--- config.mk ---
export PLATFORM = sky130hd
export DESIGN_NAME = lcsr_top
export DESIGN_NICKNAME = d
export VERILOG_FILES = /design/src/inc/lcsr_pkg.sv /design/src/core/lcsr_lcdiv.sv /design/src/core/lcsr_delay.sv /design/src/core/lcsr_top.sv
export SDC_FILE = /design/constraint.sdc
export NUM_CORES = 1
export LEC_CHECK = 0
export BUFFER_PORTS_ARGS = -buffer_cell sky130_fd_sc_hd__buf_2
export CORE_MARGIN = 4
export CORE_UTILIZATION = 53
export DETAILED_ROUTE_END_ITERATION = 8
export GPL_TIMING_DRIVEN = 0
export PLACE_DENSITY = 0.77
export SLEW_MARGIN = 0
export SYNTH_ARGS = -nofsm -noshare
export SYNTH_HDL_FRONTEND = slang
export SYNTH_SLANG_ARGS = --single-unit
--- constraint.sdc ---
create_clock -name clk -period 4 [get_ports clk]
set_clock_uncertainty 0.05 [all_clocks]
set_input_delay 0.4 -clock clk [delete_from_list [all_inputs] [get_ports clk]]
set_output_delay 0.4 -clock clk [all_outputs]
set_load 0.01 [all_outputs]
--- src/inc/lcsr_pkg.sv ---
// Register map, field layout and carrier types of the logic clock and frame reference block.
// Function
// - Logic clock prescaler divides by 1, 2 or 4.
// - Post divider ratio 1 to 1023, 1 bypasses.
// - Odd post ratio above 1 gives unbalanced duty cycle.
// - Sync resets both logic clock divider phases.
// - One generator feeds main and logic channels.
// - Per-output software delay to paired clock.
// - Mode 0 runs the generator continuously.
// - Mode 0 output gated by pin or software.
// - Mode 1 emits a burst of 1 to 16.
// - Burst starts on pin or software rising edge.
// - Mode 2 reclocks and delays the request pin.
// - Each main output: 3-bit common mode, level.
package lcsr_pkg;
    // Register byte offsets on the APB slave.
    localparam logic [11:0] LCSR_OFF_CTRL = 12'h000;
    localparam logic [11:0] LCSR_OFF_LDIV = 12'h004;
    localparam logic [11:0] LCSR_OFF_FCFG = 12'h008;
    localparam logic [11:0] LCSR_OFF_FDLY = 12'h00C;
    localparam logic [11:0] LCSR_OFF_FOUT = 12'h010;
    localparam logic [11:0] LCSR_OFF_STAT = 12'h014;
    // Control register field positions.
    localparam int CTRL_MODE_LSB = 0;
    localparam int CTRL_SWREQ_BIT = 2;
    localparam int CTRL_SYNC_BIT = 3;
    localparam int CTRL_PRE_LSB = 4;
    // Frame reference configuration field positions.
    localparam int FCFG_LEN_LSB = 4'h0;
    localparam int FCFG_PATH_LSB = 4;
    localparam int FCFG_PER_LSB = 8;
    // Per-channel field widths.
    localparam int DLY_W = 4;
    localparam int VCM_W = 3;
    // Reset values.
    localparam logic [9:0] RST_POST = 10'h001;
    localparam logic [7:0] RST_PER = 8'h10;
    // Shortest generator period in clock cycles.
    localparam logic [7:0] GEN_MIN_PER = 8'h02;
    // Delay path code that skips the delay taps.
    localparam logic [1:0] PATH_BYPASS = 2'h1;
    // Frame reference modes.
    typedef enum logic [1:0] {MODE_CONT, MODE_PULSER, MODE_REPEAT, MODE_RSVD} lcsr_mode_e;
    // Logic clock divider settings.
    typedef struct packed {
        logic [1:0] pre;
        logic [9:0] post;
    } lcsr_lcfg_s;
endpackage : lcsr_pkg

--- src/core/lcsr_lcdiv.sv ---
// Two-stage logic clock divider with synchronous phase reset.
`timescale 1ns/100ps
`default_nettype none
module lcsr_lcdiv
    import lcsr_pkg::*;
(
    input wire logic clk, // Block clock.
    input wire logic rst_b, // Synchronous reset, active low.
    input wire lcsr_lcfg_s cfg, // Prescaler and post ratio.
    input wire logic sync, // Phase reset pulse.
    output logic lclk, // Divided logic clock level.
    output logic rise // Pulse after each rising edge.
);
    // All divider state.
    typedef struct packed {
        logic [1:0] pre_cnt;
        logic [9:0] post_cnt;
        logic lvl;
        logic rise;
    } lcsr_div_s;
    lcsr_div_s s_reg; // Registered state.
    lcsr_div_s s_next; // Next state.
    logic [1:0] pre_max; // Last prescaler count.
    logic [9:0] ratio; // Effective post ratio.

    // Next state: prescaler enables the post counter.
    always_comb begin
        pre_max = (cfg.pre == 2'h0) ? 2'h0 : ((cfg.pre == 2'h1) ? 2'h1 : 2'h3);
        // Ratio zero is taken as one so the stage never stalls.
        ratio = (cfg.post == 10'h000) ? 10'h001 : cfg.post;
        s_next = s_reg;
        if (sync) begin
            // Both stages restart at phase zero.
            s_next.pre_cnt = 2'h0;
            s_next.post_cnt = 10'h000;
        end else if (s_reg.pre_cnt >= pre_max) begin
            s_next.pre_cnt = 2'h0;
            s_next.post_cnt = (s_reg.post_cnt >= ratio - 10'h001) ? 10'h000 : s_reg.post_cnt + 10'h001;
        end else begin
            s_next.pre_cnt = s_reg.pre_cnt + 2'h1;
        end
        if (ratio == 10'h001) begin
            // Bypass: the level follows the prescaler phase.
            s_next.lvl = s_next.pre_cnt <= (pre_max >> 1);
        end else begin
            // Odd ratios are high one count less than low.
            s_next.lvl = s_next.post_cnt < (ratio >> 1);
        end
        // Total ratio one cannot be shown as a level, so every cycle is a rise.
        s_next.rise = (s_next.lvl & ~s_reg.lvl) | (pre_max == 2'h0 && ratio == 10'h001);
    end

    // State register.
    always_ff @(posedge clk) begin
        if (!rst_b) begin
            s_reg <= '0;
        end else begin
            s_reg <= s_next;
        end
    end

    assign lclk = s_reg.lvl;
    assign rise = s_reg.rise;
endmodule : lcsr_lcdiv
`default_nettype wire

--- src/core/lcsr_delay.sv ---
// Tapped delay line for one frame reference output.
`timescale 1ns/100ps
`default_nettype none
module lcsr_delay #(
    parameter int DEPTH = 16 // Number of delay taps.
) (
    input wire logic clk, // Block clock.
    input wire logic rst_b, // Synchronous reset, active low.
    input wire logic din, // Undelayed frame reference.
    input wire logic [$clog2(DEPTH)-1:0] sel, // Tap index.
    input wire logic bypass, // Skip the taps.
    output logic dout // Delayed frame reference.
);
    // Shift register and output flop.
    typedef struct packed {
        logic [DEPTH-1:0] sh;
        logic q;
    } lcsr_dly_s;
    lcsr_dly_s s_reg; // Registered state.
    lcsr_dly_s s_next; // Next state.

    // Shift every cycle and pick the selected tap.
    always_comb begin
        s_next.sh = {s_reg.sh[DEPTH-2:0], din};
        s_next.q = bypass ? din : s_reg.sh[sel];
    end

    // State register.
    always_ff @(posedge clk) begin
        if (!rst_b) begin
            s_reg <= '0;
        end else begin
            s_reg <= s_next;
        end
    end

    assign dout = s_reg.q;
endmodule : lcsr_delay
`default_nettype wire

--- src/core/lcsr_top.sv ---
// Logic clock and frame reference block with its APB register slave.
`timescale 1ns/100ps
`default_nettype none
module lcsr_top
    import lcsr_pkg::*;
#(
    parameter int NCH = 4 // Main clock channels, at most 5.
) (
    input wire logic clk, // Block clock, 10 MHz.
    input wire logic rst_b, // Synchronous reset, active low.
    input wire logic psel, // APB select.
    input wire logic penable, // APB access phase.
    input wire logic pwrite, // APB write.
    input wire logic [11:0] paddr, // APB byte address.
    input wire logic [31:0] pwdata, // APB write data.
    output logic [31:0] prdata, // APB read data.
    output logic pready, // APB ready.
    output logic pslverr, // APB error.
    input wire logic frame_ref_request_pins, // Request pin level.
    input wire logic sync_pin, // Synchronisation input.
    output logic logic_clock_output, // Divided logic clock.
    output logic [NCH-1:0] frame_ref_main_outputs, // Main outputs.
    output logic frame_ref_logic_output, // Logic channel output.
    output logic [VCM_W*NCH-1:0] frame_ref_out_common_mode, // Common mode codes.
    output logic [VCM_W*NCH-1:0] frame_ref_out_level // Level codes.
);
    // Tap count follows the delay field width.
    localparam int DDEPTH = 1 << DLY_W;
    // Width of the delay register.
    localparam int DW = DLY_W * (NCH + 1);
    // Width of the output setting register.
    localparam int OW = 2 * VCM_W * NCH;

    // All state of the block.
    typedef struct packed {
        lcsr_mode_e mode; // Frame reference mode.
        logic sw_req; // Software request bit.
        logic [1:0] pre; // Prescaler select.
        logic [9:0] post; // Post divider ratio.
        logic [3:0] len; // Burst length minus one.
        logic [1:0] path; // Delay path select.
        logic [7:0] per; // Generator period.
        logic [DW-1:0] dly; // Delay per output.
        logic [OW-1:0] ocfg; // Output settings.
        logic [31:0] rdata; // Read data.
        logic err; // Error answer.
        logic sync_p; // Software sync pulse.
        logic sync_q; // Previous sync pin.
        logic req_q; // Previous request pin.
        logic sw_q; // Previous request bit.
        logic [7:0] gcnt; // Generator phase.
        logic [4:0] left; // Periods left.
        logic active; // Burst running.
        logic rpt; // Reclocked request pin.
        logic src; // Undelayed reference.
        logic [NCH-1:0] mout; // Main outputs.
        logic lout; // Logic output.
    } lcsr_top_s;
    lcsr_top_s s_reg; // Registered state.
    lcsr_top_s s_next; // Next state.

    logic lclk; // Logic clock level.
    logic lclk_rise; // Logic clock rise pulse.
    logic [NCH:0] dly_out; // Delay line outputs.
    logic sync_ev; // Synchronisation event.
    logic req_rise; // Request pin rising.
    logic sw_rise; // Request bit rising.
    logic start; // Burst start.
    logic gate; // Continuous mode gate.
    logic wrap; // Generator period end.
    logic gen_lvl; // Generator level.
    logic [7:0] per_eff; // Usable period.
    lcsr_lcfg_s lcfg; // Divider settings.

    // Mapped register offsets.
    function automatic logic addr_ok(input logic [11:0] a);
        addr_ok = (a == LCSR_OFF_CTRL) || (a == LCSR_OFF_LDIV) || (a == LCSR_OFF_FCFG) ||
                  (a == LCSR_OFF_FDLY) || (a == LCSR_OFF_FOUT) || (a == LCSR_OFF_STAT);
    endfunction : addr_ok

    // Registers, generator, burst and mode select.
    always_comb begin
        s_next = s_reg;
        s_next.sync_p = 1'h0;
        // Read data and error are prepared in the setup phase.
        if (psel && !penable) begin
            s_next.err = ~addr_ok(paddr);
            case (paddr)
                LCSR_OFF_CTRL: begin
                    s_next.rdata = {26'h0, s_reg.pre, 1'h0, s_reg.sw_req, s_reg.mode};
                end
                LCSR_OFF_LDIV: begin
                    s_next.rdata = {22'h0, s_reg.post};
                end
                LCSR_OFF_FCFG: begin
                    s_next.rdata = {16'h0, s_reg.per, 2'h0, s_reg.path, s_reg.len};
                end
                LCSR_OFF_FDLY: begin
                    s_next.rdata = 32'(s_reg.dly);
                end
                LCSR_OFF_FOUT: begin
                    s_next.rdata = 32'(s_reg.ocfg);
                end
                LCSR_OFF_STAT: begin
                    s_next.rdata = {22'h0, s_reg.mode, s_reg.lout, s_reg.left, s_reg.active, lclk};
                end
                default: begin
                    // Unmapped addresses read as zero.
                    s_next.rdata = 32'h0;
                end
            endcase
        end
        // Writes take effect in the access phase.
        if (psel && penable && pwrite && addr_ok(paddr)) begin
            case (paddr)
                LCSR_OFF_CTRL: begin
                    s_next.mode = lcsr_mode_e'(pwdata[CTRL_MODE_LSB +: 2]);
                    s_next.sw_req = pwdata[CTRL_SWREQ_BIT];
                    s_next.pre = pwdata[CTRL_PRE_LSB +: 2];
                    // The sync bit is a command and reads back as zero.
                    s_next.sync_p = pwdata[CTRL_SYNC_BIT];
                end
                LCSR_OFF_LDIV: begin
                    s_next.post = pwdata[9:0];
                end
                LCSR_OFF_FCFG: begin
                    s_next.len = pwdata[FCFG_LEN_LSB +: 4];
                    s_next.path = pwdata[FCFG_PATH_LSB +: 2];
                    s_next.per = pwdata[FCFG_PER_LSB +: 8];
                end
                LCSR_OFF_FDLY: begin
                    s_next.dly = pwdata[DW-1:0];
                end
                LCSR_OFF_FOUT: begin
                    s_next.ocfg = pwdata[OW-1:0];
                end
                default: begin
                    // Status is read only.
                    s_next.err = s_reg.err;
                end
            endcase
        end

        // Edge detection on the request sources and the sync pin.
        s_next.req_q = frame_ref_request_pins;
        s_next.sw_q = s_reg.sw_req;
        s_next.sync_q = sync_pin;
        req_rise = frame_ref_request_pins & ~s_reg.req_q;
        // The bit edge comes from the bit and its previous value alone; the pins play no part.
        sw_rise = s_reg.sw_req & ~s_reg.sw_q;
        sync_ev = s_reg.sync_p | (sync_pin & ~s_reg.sync_q);
        start = (s_reg.mode == MODE_PULSER) & (req_rise | sw_rise);
        gate = frame_ref_request_pins | s_reg.sw_req;

        // Periods below two cannot form a high and a low half.
        per_eff = (s_reg.per < GEN_MIN_PER) ? GEN_MIN_PER : s_reg.per;
        wrap = s_reg.gcnt >= per_eff - 8'h01;
        // The generator free-runs; gating never touches its phase.
        s_next.gcnt = wrap ? 8'h00 : s_reg.gcnt + 8'h01;
        if (sync_ev) begin
            // Sync realigns the generator and aborts a burst.
            s_next.gcnt = 8'h00;
            s_next.active = 1'h0;
            s_next.left = 5'h00;
        end else if (start) begin
            // A burst begins at phase zero with its full count.
            s_next.gcnt = 8'h00;
            s_next.active = 1'h1;
            s_next.left = {1'h0, s_reg.len} + 5'h01;
        end else if (s_reg.active && wrap) begin
            // One period of the burst has passed.
            s_next.left = s_reg.left - 5'h01;
            s_next.active = s_reg.left > 5'h01;
        end
        gen_lvl = s_next.gcnt < (per_eff >> 1);

        // Repeater input is reclocked before use.
        s_next.rpt = frame_ref_request_pins;
        unique case (s_reg.mode)
            MODE_CONT: begin
                s_next.src = gen_lvl & gate;
            end
            MODE_PULSER: begin
                s_next.src = gen_lvl & s_next.active;
            end
            MODE_REPEAT: begin
                s_next.src = s_reg.rpt;
            end
            MODE_RSVD: begin
                s_next.src = 1'h0;
            end
        endcase

        // Main outputs are reclocked to the main clock.
        s_next.mout = dly_out[NCH-1:0];
        // The logic channel only moves on a logic clock edge.
        if (lclk_rise) begin
            s_next.lout = dly_out[NCH];
        end
    end

    // State register with documented reset values.
    always_ff @(posedge clk) begin
        if (!rst_b) begin
            s_reg <= '0;
            s_reg.post <= RST_POST;
            s_reg.per <= RST_PER;
        end else begin
            s_reg <= s_next;
        end
    end

    // Logic clock divider.
    assign lcfg = '{pre: s_reg.pre, post: s_reg.post};
    lcsr_lcdiv u_lcdiv (
        .clk(clk),
        .rst_b(rst_b),
        .cfg(lcfg),
        .sync(sync_ev),
        .lclk(lclk),
        .rise(lclk_rise)
    );

    // One delay line per output; the shared source feeds all of them.
    generate
        for (genvar i = 0; i <= NCH; i++) begin : g_dly
            lcsr_delay #(
                .DEPTH(DDEPTH)
            ) u_dly (
                .clk(clk),
                .rst_b(rst_b),
                .din(s_reg.src),
                .sel(s_reg.dly[DLY_W*i +: DLY_W]),
                .bypass(s_reg.path == PATH_BYPASS),
                .dout(dly_out[i])
            );
        end
        // Output buffer settings, common mode low, level high.
        for (genvar j = 0; j < NCH; j++) begin : g_ocfg
            assign frame_ref_out_common_mode[VCM_W*j +: VCM_W] = s_reg.ocfg[2*VCM_W*j +: VCM_W];
            assign frame_ref_out_level[VCM_W*j +: VCM_W] = s_reg.ocfg[2*VCM_W*j+VCM_W +: VCM_W];
        end
    endgenerate

    // Zero wait states keep the slave simple.
    assign pready = 1'h1;
    assign pslverr = s_reg.err;
    assign prdata = s_reg.rdata;
    assign logic_clock_output = lclk;
    assign frame_ref_main_outputs = s_reg.mout;
    assign frame_ref_logic_output = s_reg.lout;
endmodule : lcsr_top
`default_nettype wire

Yosys cells after proc, flatten, opt, wreduce, memory -nomap -nowiden --
Cells that the tools add are included.
Word-level totals: output and inout bits 64, word-level logic and storage cells 145, register bits after elaboration 221, bits of input ports 51
Operators by class: $add $sub $neg 7, reductions and logical operators 26, magnitude comparators 13, bitwise operators 17, multiplexer cells 35, equal/unequal tests 12
Operators by type and width (count):
- one-hot mux 24 bit (6 select lines) | 1
- two-way mux 10 bit | 3
- less-than comparator 4 x 5 -> 1 bit (second input constant) | 5
- equality test 12 x 4 -> 1 bit (second input constant) | 2
- equality test 12 x 5 -> 1 bit (second input constant) | 2
- two-way mux 8 bit | 3
- binary-select mux 1 bit (select 4 bit) | 5
- two-way mux 1 bit | 14
- two-way mux 14 bit | 1
- equality test 12 x 3 -> 1 bit (second input constant) | 1
- logical NOT 12 bit | 1
- two-way mux 12 bit | 1
- two-way mux 6 bit | 2
- adder 10 x 1 -> 10 bit (second input constant) | 1
- equality test 10 x 1 -> 1 bit (second input constant) | 1
- greater-or-equal comparator 10 bit | 1
- logical NOT 10 bit | 1
- less-than comparator 10 x 9 -> 1 bit | 1
- AND reduction 2 bit | 5
- subtractor 10 x 1 -> 10 bit (second input constant) | 1
- adder 8 x 1 -> 8 bit (second input constant) | 1
- greater-or-equal comparator 8 bit | 1
- less-than comparator 8 x 2 -> 1 bit (second input constant) | 1
- less-than comparator 8 x 7 -> 1 bit | 1
- other kinds (23) | 54

Logic depth before layout (Yosys ltp) --
Gate-level depths: netlist of the first run.
depth in word-level cells 11, mapped depth 23, gate-level depth less buffers 21

Cells and area by module --
From an unflattened synthesis of the first run, not the netlist that was laid out.
Unflattened totals: cell total of the unflattened synthesis 1183, area total of the unflattened synthesis 10800.4 um^2
Modules (own cells, without submodules):
- lcsr_top | cells an instance 760, times used 1, seq. area each 2442.3 um^2, area each 6324.8 um^2
- lcsr_delay | cells an instance 52, times used 5, seq. area each 340.3 um^2, area each 621.8 um^2
- lcsr_lcdiv | cells an instance 163, times used 1, seq. area each 280.3 um^2, area each 1366.3 um^2

Worst setup path before layout of the first run --
Ideal clock, no wire load.
path type reg2reg, start register s_reg, in the netlist lcfg[4], end register u_lcdiv.s_reg, in the netlist u_lcdiv.lclk, setup time 128 ps, arrival 3808 ps, period minus slack after synthesis 3986 ps, required time 3822 ps, stages on the path, launching flop included 20, path buffers 1, path slack 14 ps, cell sequence dfxtp_1 -> nor4_1 -> a31oi_1 -> ha_1 -> nand2_1 -> nor3_1 -> xnor2_1 -> ha_1 -> nand4_1 -> nor3_1 -> a221o_1 -> clkbuf_1 -> nor2_1 -> ha_1 -> nand3_1 -> nor4_1 -> o211a_1 -> nor4_1 -> a211oi_1 -> nor2_1
RTL lines:
- start: declaration | RTL line lcsr_top.sv:59 | lcsr_top_s s_reg;
- start signal: assignment | RTL line lcsr_top.sv:209 | s_reg <= s_next;
- end signal: assignment | RTL line lcsr_lcdiv.sv:58 | s_reg <= s_next;
- end: declaration | RTL line lcsr_lcdiv.sv:21 | lcsr_div_s s_reg;

==> results of run 1 <==
[cells in the mapped netlist (13+ instances only)]
| cell type | number |
|---|---|
| xnor2_1 | 21 |
| mux4_2 | 26 |
| nand3_1 | 18 |
| nor2_1 | 116 |
| dfxtp_1 | 157 |
| o21ai_0 | 20 |
| nand2_1 | 81 |
| a22oi_1 | 13 |
| nor3_1 | 18 |
| buf_4 | 65 |
| and2_1 | 25 |
| a21oi_1 | 55 |
| mux2i_1 | 68 |
| clkbuf_1 | 32 |
| inv_1 | 34 |
| ha_1 | 43 |
[power breakdown]
| group | switching (µW) | internal [µW] | total, µW |
|---|---|---|---|
| Clock | 702 | 821 | 1520 |
| Combinational | 111 | 61.2 | 172 |
| Sequential | 8.08 | 1570 | 1580 |
[through the flow]
stage / total power (µW) / setup slack, ns / utilization / std cells / instance area (µm²)
6_report: 3272 / 0.01186 / 0.6615 / 1305 / 10510
5_1_grt: 3362 / -0.1556 / 0.6615 / 1305 / 10510
4_1_cts: 3281 / 0.005004 / 0.6368 / 1294 / 10120
3_5_place_dp: 1781 / -0.7946 / 0.5903 / 1256 / 9378
3_3_place_gp: 1779 / -0.7713 / 0.5903 / 1256 / 9378
2_1_floorplan: 1707 / 0.01424 / - / 946 / 8637
[metal layers]
layer / GRT usage / vias to the layer above / wire length [µm]
met3: 0.05498 / 65 / 2172
met2: 0.4173 / 365 / 11620
met1: 0.3516 / 3571 / 10020
li1: - / 3495 / -
met4: 0.08119 / 0 / 641
met5: 0 / - / 0
[final cells by class]
| cell class | count | area share |
|---|---|---|
| diodes | 2 | 0.0004762 |
| plain buffers | 103 | 0.06322 |
| clock buffers | 18 | 0.04179 |
| clock inverters | 14 | 0.01060 |
| inverters | 35 | 0.01250 |
| multi-input cells | 647 | 0.4840 |
| flip-flops and latches | 157 | 0.3023 |
| well taps | 216 | 0.02572 |
| repair buffers | 113 | 0.05941 |
[logic make-up after synthesis]
| logic type | after synthesis | share of synthesized area |
|---|---|---|
| xor gates and xnor gates | 32 | 0.03255 |
| muxes | 98 | 0.1523 |
| buffers and inverters | 142 | 0.09430 |
| DFF | 157 | 0.3650 |
| other | 2 | 0.0008722 |
| and+or+nand+nor | 314 | 0.1806 |
| adders and majority gates | 43 | 0.06248 |
| AOI/OAI and AO/OA | 151 | 0.1119 |
[final timing paths]
| check | cells after the start | start | to | slack, ns |
|---|---|---|---|---|
| worst max register to register | 19 | lcfg[5] | u_lcdiv.rise | 0.01 |
| worst min-delay path | 3 | pwdata[23] | frame_ref_out_level[11] | 0.15 |
| worst max-delay path | 19 | lcfg[5] | u_lcdiv.rise | 0.01 |
| worst min register to register | 1 | g_dly[1].u_dly.dout | frame_ref_main_outputs[1] | 0.38 |
[worst min-delay path: stages]
cell	delay (ns)
buf_2	0.09
nand2_1	0.05
a21oi_1	0.05
[cells in the final DEF (no fill, tap or decap), types with 15 or more instances in the layout]
master     synthesis  layout
dfxtp_1          157     144
mux4_2            26      26
mux2i_1           68      68
xnor2_1           21      19
inv_1             34      31
nand3_1           18      17
nand2_1           81      76
o21ai_0           20      15
a21oi_1           55      46
and2_1            25      25
nor2_1           116     105
buf_2              7     100
clkbuf_1          32      29
buf_4             65      81
clkbuf_16          0      17
ha_1              43      35
[what timing repair did]
item,in CTS,in global routing
resized for setup,40,69
buffers inserted,9,10
pin swaps,11,48
endpoints found under the setup margin,3,3
==> results.py, run 1 <==
metrics = {
    "global_routing": {
        "gr-total-overflow": 0,
        "grt_pass1_vias": 7021,
        "track_usage": 0.2594,
        "grt_pass1_wl_mm": 37.06,
        "grt_max_degree": 17,
        "antenna_found_initial": 2,
    },
    "route": {
        "num_vias": 7496,
        "first_pass_iters": 5,
        "avgRoutedWirePerCell_um": 18.73,
        "final_antenna_net_count": 0,
        "drtIter0Drc": 708,
        "drt-total-wl_mm": 24.45,
        "avgViaCountPerCell": 5.744,
        "drc": 0,
    },
    "setup_path": {
        "critPathTopFamily": "compound AO/OA/AOI/OAI gates",
        "cp_slowest_cell": "a221o_2",
        "path_cells": "nor4_4 > a31oi_4 > ha_4 > nand2_4 > xnor2_2 > ha_1 > a211oi_2 > o21ai_1 > a221o_2 > buf_6 > nor2_4 > ha_4 > a21oi_2 > o21a_1 > o211ai_1 > buf_4 > nor4_4 > a21oi_2 > a21oi_2",
        "path_buf_inv": 2,
        "cp-end-kind": "flip-flop",
        "critical_path_arrival_ns": 4.28,
        "cp_data_required_time_ns": 4.29,
        "critPathMostFrequentCell": "a21oi_2",
        "worst-path-max-fanout": 6,
        "max_stage_delay_ns": 0.43,
        "path_class": "reg -> reg",
        "start_kind": "flip-flop",
    },
    "timing": {
        "worst_pin_slew_ns": 0.7461,
        "max_freq_ghz": 0.2507,
        "holdWs_ns": 0.1517,
        "rsz0062_at_grt": "yes",
        "fin_setup_tns_ns": 0,
        "relSlewSlack": 0.5016,
        "post-route-min-period_ns": 3.988,
        "report.final.slew_viol_count": 0,
        "hold_viol": 0,
        "finalCritPeriodShare": 0.9970,
        "setup_viol": 0,
    },
    "synthesis": {
        "synth.distinct_cells": 72,
        "synth_ff_type": "dfxtp_1",
        "syn_avg_cell_area_um2": 9.170,
        "synth_area_leaders": "dfxtp_1, mux2i_1, mux4_2",
        "ys_warn_count": 0,
        "syn_area_um2": 8611,
        "synth_area_leader_cell": "dfxtp_1",
        "ys_seq_area_frac": 0.3650,
        "async_flop_share": 0,
        "synth_top_area_share": 0.3650,
        "syn_inst": 939,
        "synth_edf_count": 0,
        "ys_ff_latch": 157,
    },
    "cts": {
        "root_buffer": "clkbuf_16",
        "clk_latency_ns": 0.43,
        "cts-hold-fix-buffers": 0,
        "numCtsBuffers": 17,
        "clk_pin_slew_ns": 0.07,
        "cts_buffer_depth": 2,
        "clock-sinks": 157,
        "cts.htree.levels": 4,
        "tritoncts": "done",
    },
    "final_layout": {
        "regArea_um2": 3177,
        "area_growth_pct": 22.04,
        "layout-drive-gt1-share": 0.3128,
        "final_nets": 1168,
        "fillers": 1278,
        "largest_reg_flops": 55,
        "multi_input_area_um2": 5086,
    },
    "floorplan": {
        "ios": 115,
        "die_h_um": 135.5,
        "dieArea_um2": 18350,
        "num_rows": 46,
        "fp.coreArea_um2": 15890,
        "initial_core_util": 0.5421,
        "fp.dieW_um": 135.5,
    },
    "placed_design": {
        "gp_congestion": 0.9185,
        "portBuffers": 94,
        "hpwl_mm": 17.70,
    },
    "power": {
        "p_leak_uw": 0.004172,
        "peakVddDrop_uv": 323.7,
        "power_density_nw_per_um2": 311.4,
    },
    "hold_path": {
        "hold_path.class": "in -> reg",
    },
    "run": {
        "max_cap_viol_count": 0,
    },
    "status": {
        "outcome": "finished, final reports clean",
    },
}
Power figures use the tool's default switching activity.
==> inputs of run 2 (changes only) <==
Settings changed: CORE_MARGIN 4 to unset, REMOVE_ABC_BUFFERS set to 1.
==> results.py, run 2 (synthesis gave the netlist of run 1 again) <==
metrics = {
    "status": {
        "outcome": "complete, but fails checks",
        "failed_checks": "negative setup slack",
    },
    "setup_path": {
        "cp-end-kind": "flip-flop",
        "crit_path_start": "lcfg[7]",
        "cp_data_required_time_ns": 4.32,
        "start_kind": "flip-flop",
        "ff2ff_setup_slack_ns": -0.1,
        "critical_path_arrival_ns": 4.42,
        "path_class": "reg -> reg",
        "worst-path-max-fanout": 6,
        "r2r_end": "u_lcdiv.lclk",
        "r2r_cells": 19,
        "r2r-start": "lcfg[7]",
    },
    "cts": {
        "tritoncts": "done",
        "cts_buffer_depth": 2,
        "clock-sinks": 157,
        "numCtsBuffers": 17,
        "root_buffer": "clkbuf_16",
        "clk_latency_ns": 0.44,
        "cts.htree.levels": 4,
        "clk_pin_slew_ns": 0.07,
        "cts-hold-fix-buffers": 0,
    },
    "floorplan": {
        "die_h_um": 129.5,
        "initial_core_util": 0.5421,
        "ios": 115,
        "dieArea_um2": 16760,
        "fp.coreArea_um2": 15890,
        "fp.dieW_um": 129.5,
        "num_rows": 46,
    },
    "final_layout": {
        "stdcell_area_um2": 9862,
        "final_cells": 1204,
        "area_growth_pct": 14.53,
        "layout_common_cells": "dfxtp_1, nor2_1, buf_2",
        "final_nets": 1069,
        "antenna_cells": 0,
        "layout-drive-gt1-share": 0.2652,
        "fillers": 1325,
        "layout_commonest_cell": "dfxtp_1",
        "multi_input_area_um2": 5066,
        "regArea_um2": 3171,
        "largest_reg_flops": 55,
    },
    "placed_design": {
        "hpwl_mm": 14.75,
        "dp.cells": 1152,
        "gp_congestion": 0.8399,
        "place_area_um2": 8715,
        "portBuffers": 97,
    },
    "route": {
        "drc": 0,
        "drt-total-wl_mm": 21.68,
        "avgViaCountPerCell": 5.723,
        "first_pass_iters": 5,
        "num_vias": 6890,
        "final_antenna_net_count": 0,
        "drtIter0Drc": 542,
        "avgRoutedWirePerCell_um": 18.00,
    },
    "timing": {
        "fin_ws_ns": -0.09969,
        "setup_viol": 2,
        "report.final.slew_viol_count": 0,
        "finalCritPeriodShare": 1.025,
        "relSlewSlack": 0.2142,
        "hold_viol": 0,
        "rsz0062_at_grt": "yes",
        "post-route-min-period_ns": 4.100,
        "max_freq_ghz": 0.2439,
        "worst_pin_slew_ns": 1.179,
        "fin_setup_tns_ns": -0.1925,
    },
    "hold_path": {
        "hold_path.class": "in -> reg",
        "hold_path_end": "frame_ref_out_common_mode[11]",
        "whs_path_depth": 3,
        "hold_start": "pwdata[20]",
    },
    "power": {
        "peakVddDrop_uv": 324.8,
        "finalPower_uw": 3340,
        "power_density_nw_per_um2": 338.6,
        "p_leak_uw": 0.003770,
    },
    "global_routing": {
        "grt_pass1_wl_mm": 32.46,
        "grt_pass1_vias": 6154,
        "grt_max_degree": 89,
        "track_usage": 0.2558,
        "gr-total-overflow": 0,
        "antenna_found_initial": 1,
    },
    "run": {
        "max_cap_viol_count": 0,
    },
}
run 2: timing repair:
action | CTS | global route
pin swaps | 14 | 30
setup endpoints to repair | 5 | 3
setup buffers | 6 | 14
hold endpoints to repair | 0 | 0
resized for setup | 40 | 52
run 2: worst max-delay path, cell delays in order (launching register included):
cell and delay (ns):
dfxtp_4 0.36, nor4_4 0.35, a31oi_4 0.20, ha_4 0.22, nand2_4 0.07, xnor2_2 0.07
ha_1 0.34, a211oi_2 0.25, o21ai_1 0.12, a221o_2 0.37, buf_6 0.15, nor2_4 0.10
ha_4 0.21, a21o_1 0.18, a21oi_2 0.14, o211ai_1 0.17, nor4_2 0.39, buf_4 0.18
a211oi_2 0.03, nor2_1 0.09
run 2: metal layers:
metal  part of all wire  vias up  track usage
met5            0.00060        -            0
met4              0.015        2      0.07798
met3              0.068       29      0.07225
met2               0.47      226       0.3994
met1               0.44     3326       0.3439
li1                   -     3307            -
run 2: how the worst max path moves through the flow:
stage | to | slack (ns) | cells after the start
2_1_floorplan | s_reg[5] | -0.12 | 18
3_3_place_gp | s_reg[5] | -0.99 | 20
3_5_place_dp | s_reg[5] | -1.03 | 20
4_1_cts | s_reg[5] | -0.02 | 21
5_1_grt | u_lcdiv.lclk | -0.23 | 19
6_report | u_lcdiv.lclk | -0.1 | 19
run 2: through the flow:
stage	hold slack (ns)	worst slack, ns	utilization
floorplan	0.3618	-0.1236	-
global placement	0.3741	-0.9861	0.5484
detailed placement	0.3757	-1.031	0.5486
CTS	0.1276	-0.01729	0.5959
global route	0.1474	-0.2305	0.6208
finish	0.1362	-0.09969	0.6208
run 2: power by group:
part           internal [µW]  total [µW]  switching (µW)  leakage (µW)
clock                    882        1620             736      0.000272
combinational           47.5         146            98.2       0.00222
sequential              1570        1580            6.59       0.00128
total                   2500        3340             841       0.00377
run 2: cell type report:
type / instances / area share
multi-input combinational: 647 / 0.5137
sequential: 157 / 0.3215
timing repair buffer: 117 / 0.06521
clock buffer: 18 / 0.04352
tap: 216 / 0.02740
clock inverter: 14 / 0.01510
inverter: 35 / 0.01358
==> inputs of run 3 (changes only) <==
Settings changed: CORE_UTILIZATION 53 to 54, CTS_BUF_LIST set to sky130_fd_sc_hd__clkbuf_2 sky130_fd_sc_hd__clkbuf_4 sky130_fd_sc_hd__clkbuf_8, PLACE_DENSITY 0.77 to 0.78.
==> results.py, run 3 (synthesis gave the netlist of run 1 again) <==
metrics = {
    "power": {
        "power_density_nw_per_um2": 303.2,
        "p_leak_uw": 0.003662,
        "peakVddDrop_uv": 259.0,
    },
    "global_routing": {
        "grt_max_degree": 89,
        "grt_pass1_wl_mm": 33.74,
        "track_usage": 0.2681,
        "grt_pass1_vias": 6516,
        "gr-total-overflow": 0,
        "antenna_found_initial": 0,
    },
    "timing": {
        "hold_viol": 0,
        "rsz0062_at_grt": "yes",
        "report.final.slew_viol_count": 0,
        "post-route-min-period_ns": 4.115,
        "setup_viol": 2,
        "holdWs_ns": 0.1069,
        "max_freq_ghz": 0.2430,
        "worst_pin_slew_ns": 1.262,
        "fin_ws_ns": -0.1149,
        "fin_setup_tns_ns": -0.2115,
        "finalCritPeriodShare": 1.029,
        "relSlewSlack": 0.1587,
    },
    "cts": {
        "clk_latency_ns": 0.47,
        "tritoncts": "done",
        "numCtsBuffers": 17,
        "clock-sinks": 157,
        "cts_buffer_depth": 2,
        "cts-hold-fix-buffers": 0,
        "cts.htree.levels": 4,
        "root_buffer": "clkbuf_8",
        "clk_pin_slew_ns": 0.10,
    },
    "final_layout": {
        "final_core_util": 0.6260,
        "final_nets": 1067,
        "multi_input_area_um2": 5034,
        "fillers": 1264,
        "area_growth_pct": 11.74,
        "layout-drive-gt1-share": 0.2617,
        "stdcell_area_um2": 9622,
        "layout_common_cells": "dfxtp_1, nor2_1, buf_2",
        "largest_reg_flops": 55,
        "regArea_um2": 3171,
        "layout_commonest_cell": "dfxtp_1",
        "antenna_cells": 0,
    },
    "placed_design": {
        "hpwl_mm": 15.07,
        "place_area_um2": 8708,
        "portBuffers": 97,
        "pre_cts_ws_ns": -0.9610,
        "gp_congestion": 0.8887,
    },
    "setup_path": {
        "cp_data_required_time_ns": 4.34,
        "worst-path-max-fanout": 6,
        "path_class": "reg -> reg",
        "cp-end-kind": "flip-flop",
        "cp_slowest_cell": "nor4_2",
        "start_kind": "flip-flop",
        "max_stage_delay_ns": 0.42,
        "r2r_cells": 17,
        "critical_path_arrival_ns": 4.45,
        "path_cells": "nor4_4 > a31oi_4 > ha_4 > nand2_4 > xnor2_2 > ha_1 > a211oi_2 > o21ai_1 > a221o_2 > buf_6 > nor2_1 > ha_1 > nand3_1 > o211ai_1 > nor4_2 > a21oi_2 > a21oi_2",
        "ff2ff_setup_slack_ns": -0.11,
    },
    "floorplan": {
        "fp.dieW_um": 128.3,
        "dieArea_um2": 16450,
        "die_h_um": 128.3,
        "ios": 115,
        "fp.coreArea_um2": 15370,
        "initial_core_util": 0.5602,
        "num_rows": 45,
    },
    "route": {
        "first_pass_iters": 6,
        "avgViaCountPerCell": 5.911,
        "drtIter0Drc": 666,
        "avgRoutedWirePerCell_um": 18.54,
        "final_antenna_net_count": 0,
        "drc": 0,
        "drt-total-wl_mm": 22.19,
        "num_vias": 7076,
    },
    "hold_path": {
        "hold_path.class": "in -> reg",
        "whs_path_depth": 3,
    },
    "status": {
        "outcome": "complete, but fails checks",
        "failed_checks": "negative setup slack",
    },
    "run": {
        "max_cap_viol_count": 0,
    },
}
-- run 3: area by class of cell --
type / instances / area share
tap: 211 / 0.02744
timing repair buffer: 115 / 0.06489
multi-input combinational: 647 / 0.5231
clock buffer: 18 / 0.02575
inverter: 35 / 0.01417
clock inverter: 14 / 0.01508
sequential: 157 / 0.3295
-- run 3: timing repair --
action | in CTS | in global routing
endpoints found under the setup margin | 4 | 3
setup buffers | 6 | 12
resized for setup | 39 | 49
pin swaps | 12 | 35
-- run 3: power breakdown --
part	total (µW)	switching, µW	internal, µW
registers	1580	7.03	1570
clock network	1200	664	532
logic	146	98.7	47.4
total	2920	770	2150
-- run 3: metal layers --
metal / GRT usage / part of all wire
met5: 0 / 0
met4: 0.08720 / 0.019
met3: 0.05843 / 0.074
met2: 0.4331 / 0.48
met1: 0.3559 / 0.43
-- run 3: worst paths after layout --
kind                  startpoint                        end
max                      lcfg[4]               u_lcdiv.rise
min                   pwdata[22]    frame_ref_out_level[10]
max reg2reg              lcfg[4]               u_lcdiv.rise
min reg2reg  g_dly[0].u_dly.dout  frame_ref_main_outputs[0]
-- run 3: critical path, delay by kind of cell, from the launching register on --
family	cells	cell delay [ns]
adder cells (fa/ha/maj)	3	0.83
AND/OR/NAND/NOR	5	1.19
XOR/XNOR	1	0.06
AO/OA/AOI/OAI	7	1.35
buffers and inverters	1	0.15
flip-flops	1	0.38
-- run 3: per-stage QoR --
step	power (µW)	cells
6_report	2917	1197
2_1_floorplan	1679	839
3_5_place_dp	1755	1147
3_3_place_gp	1754	1147
5_1_grt	3004	1197
4_1_cts	2923	1185
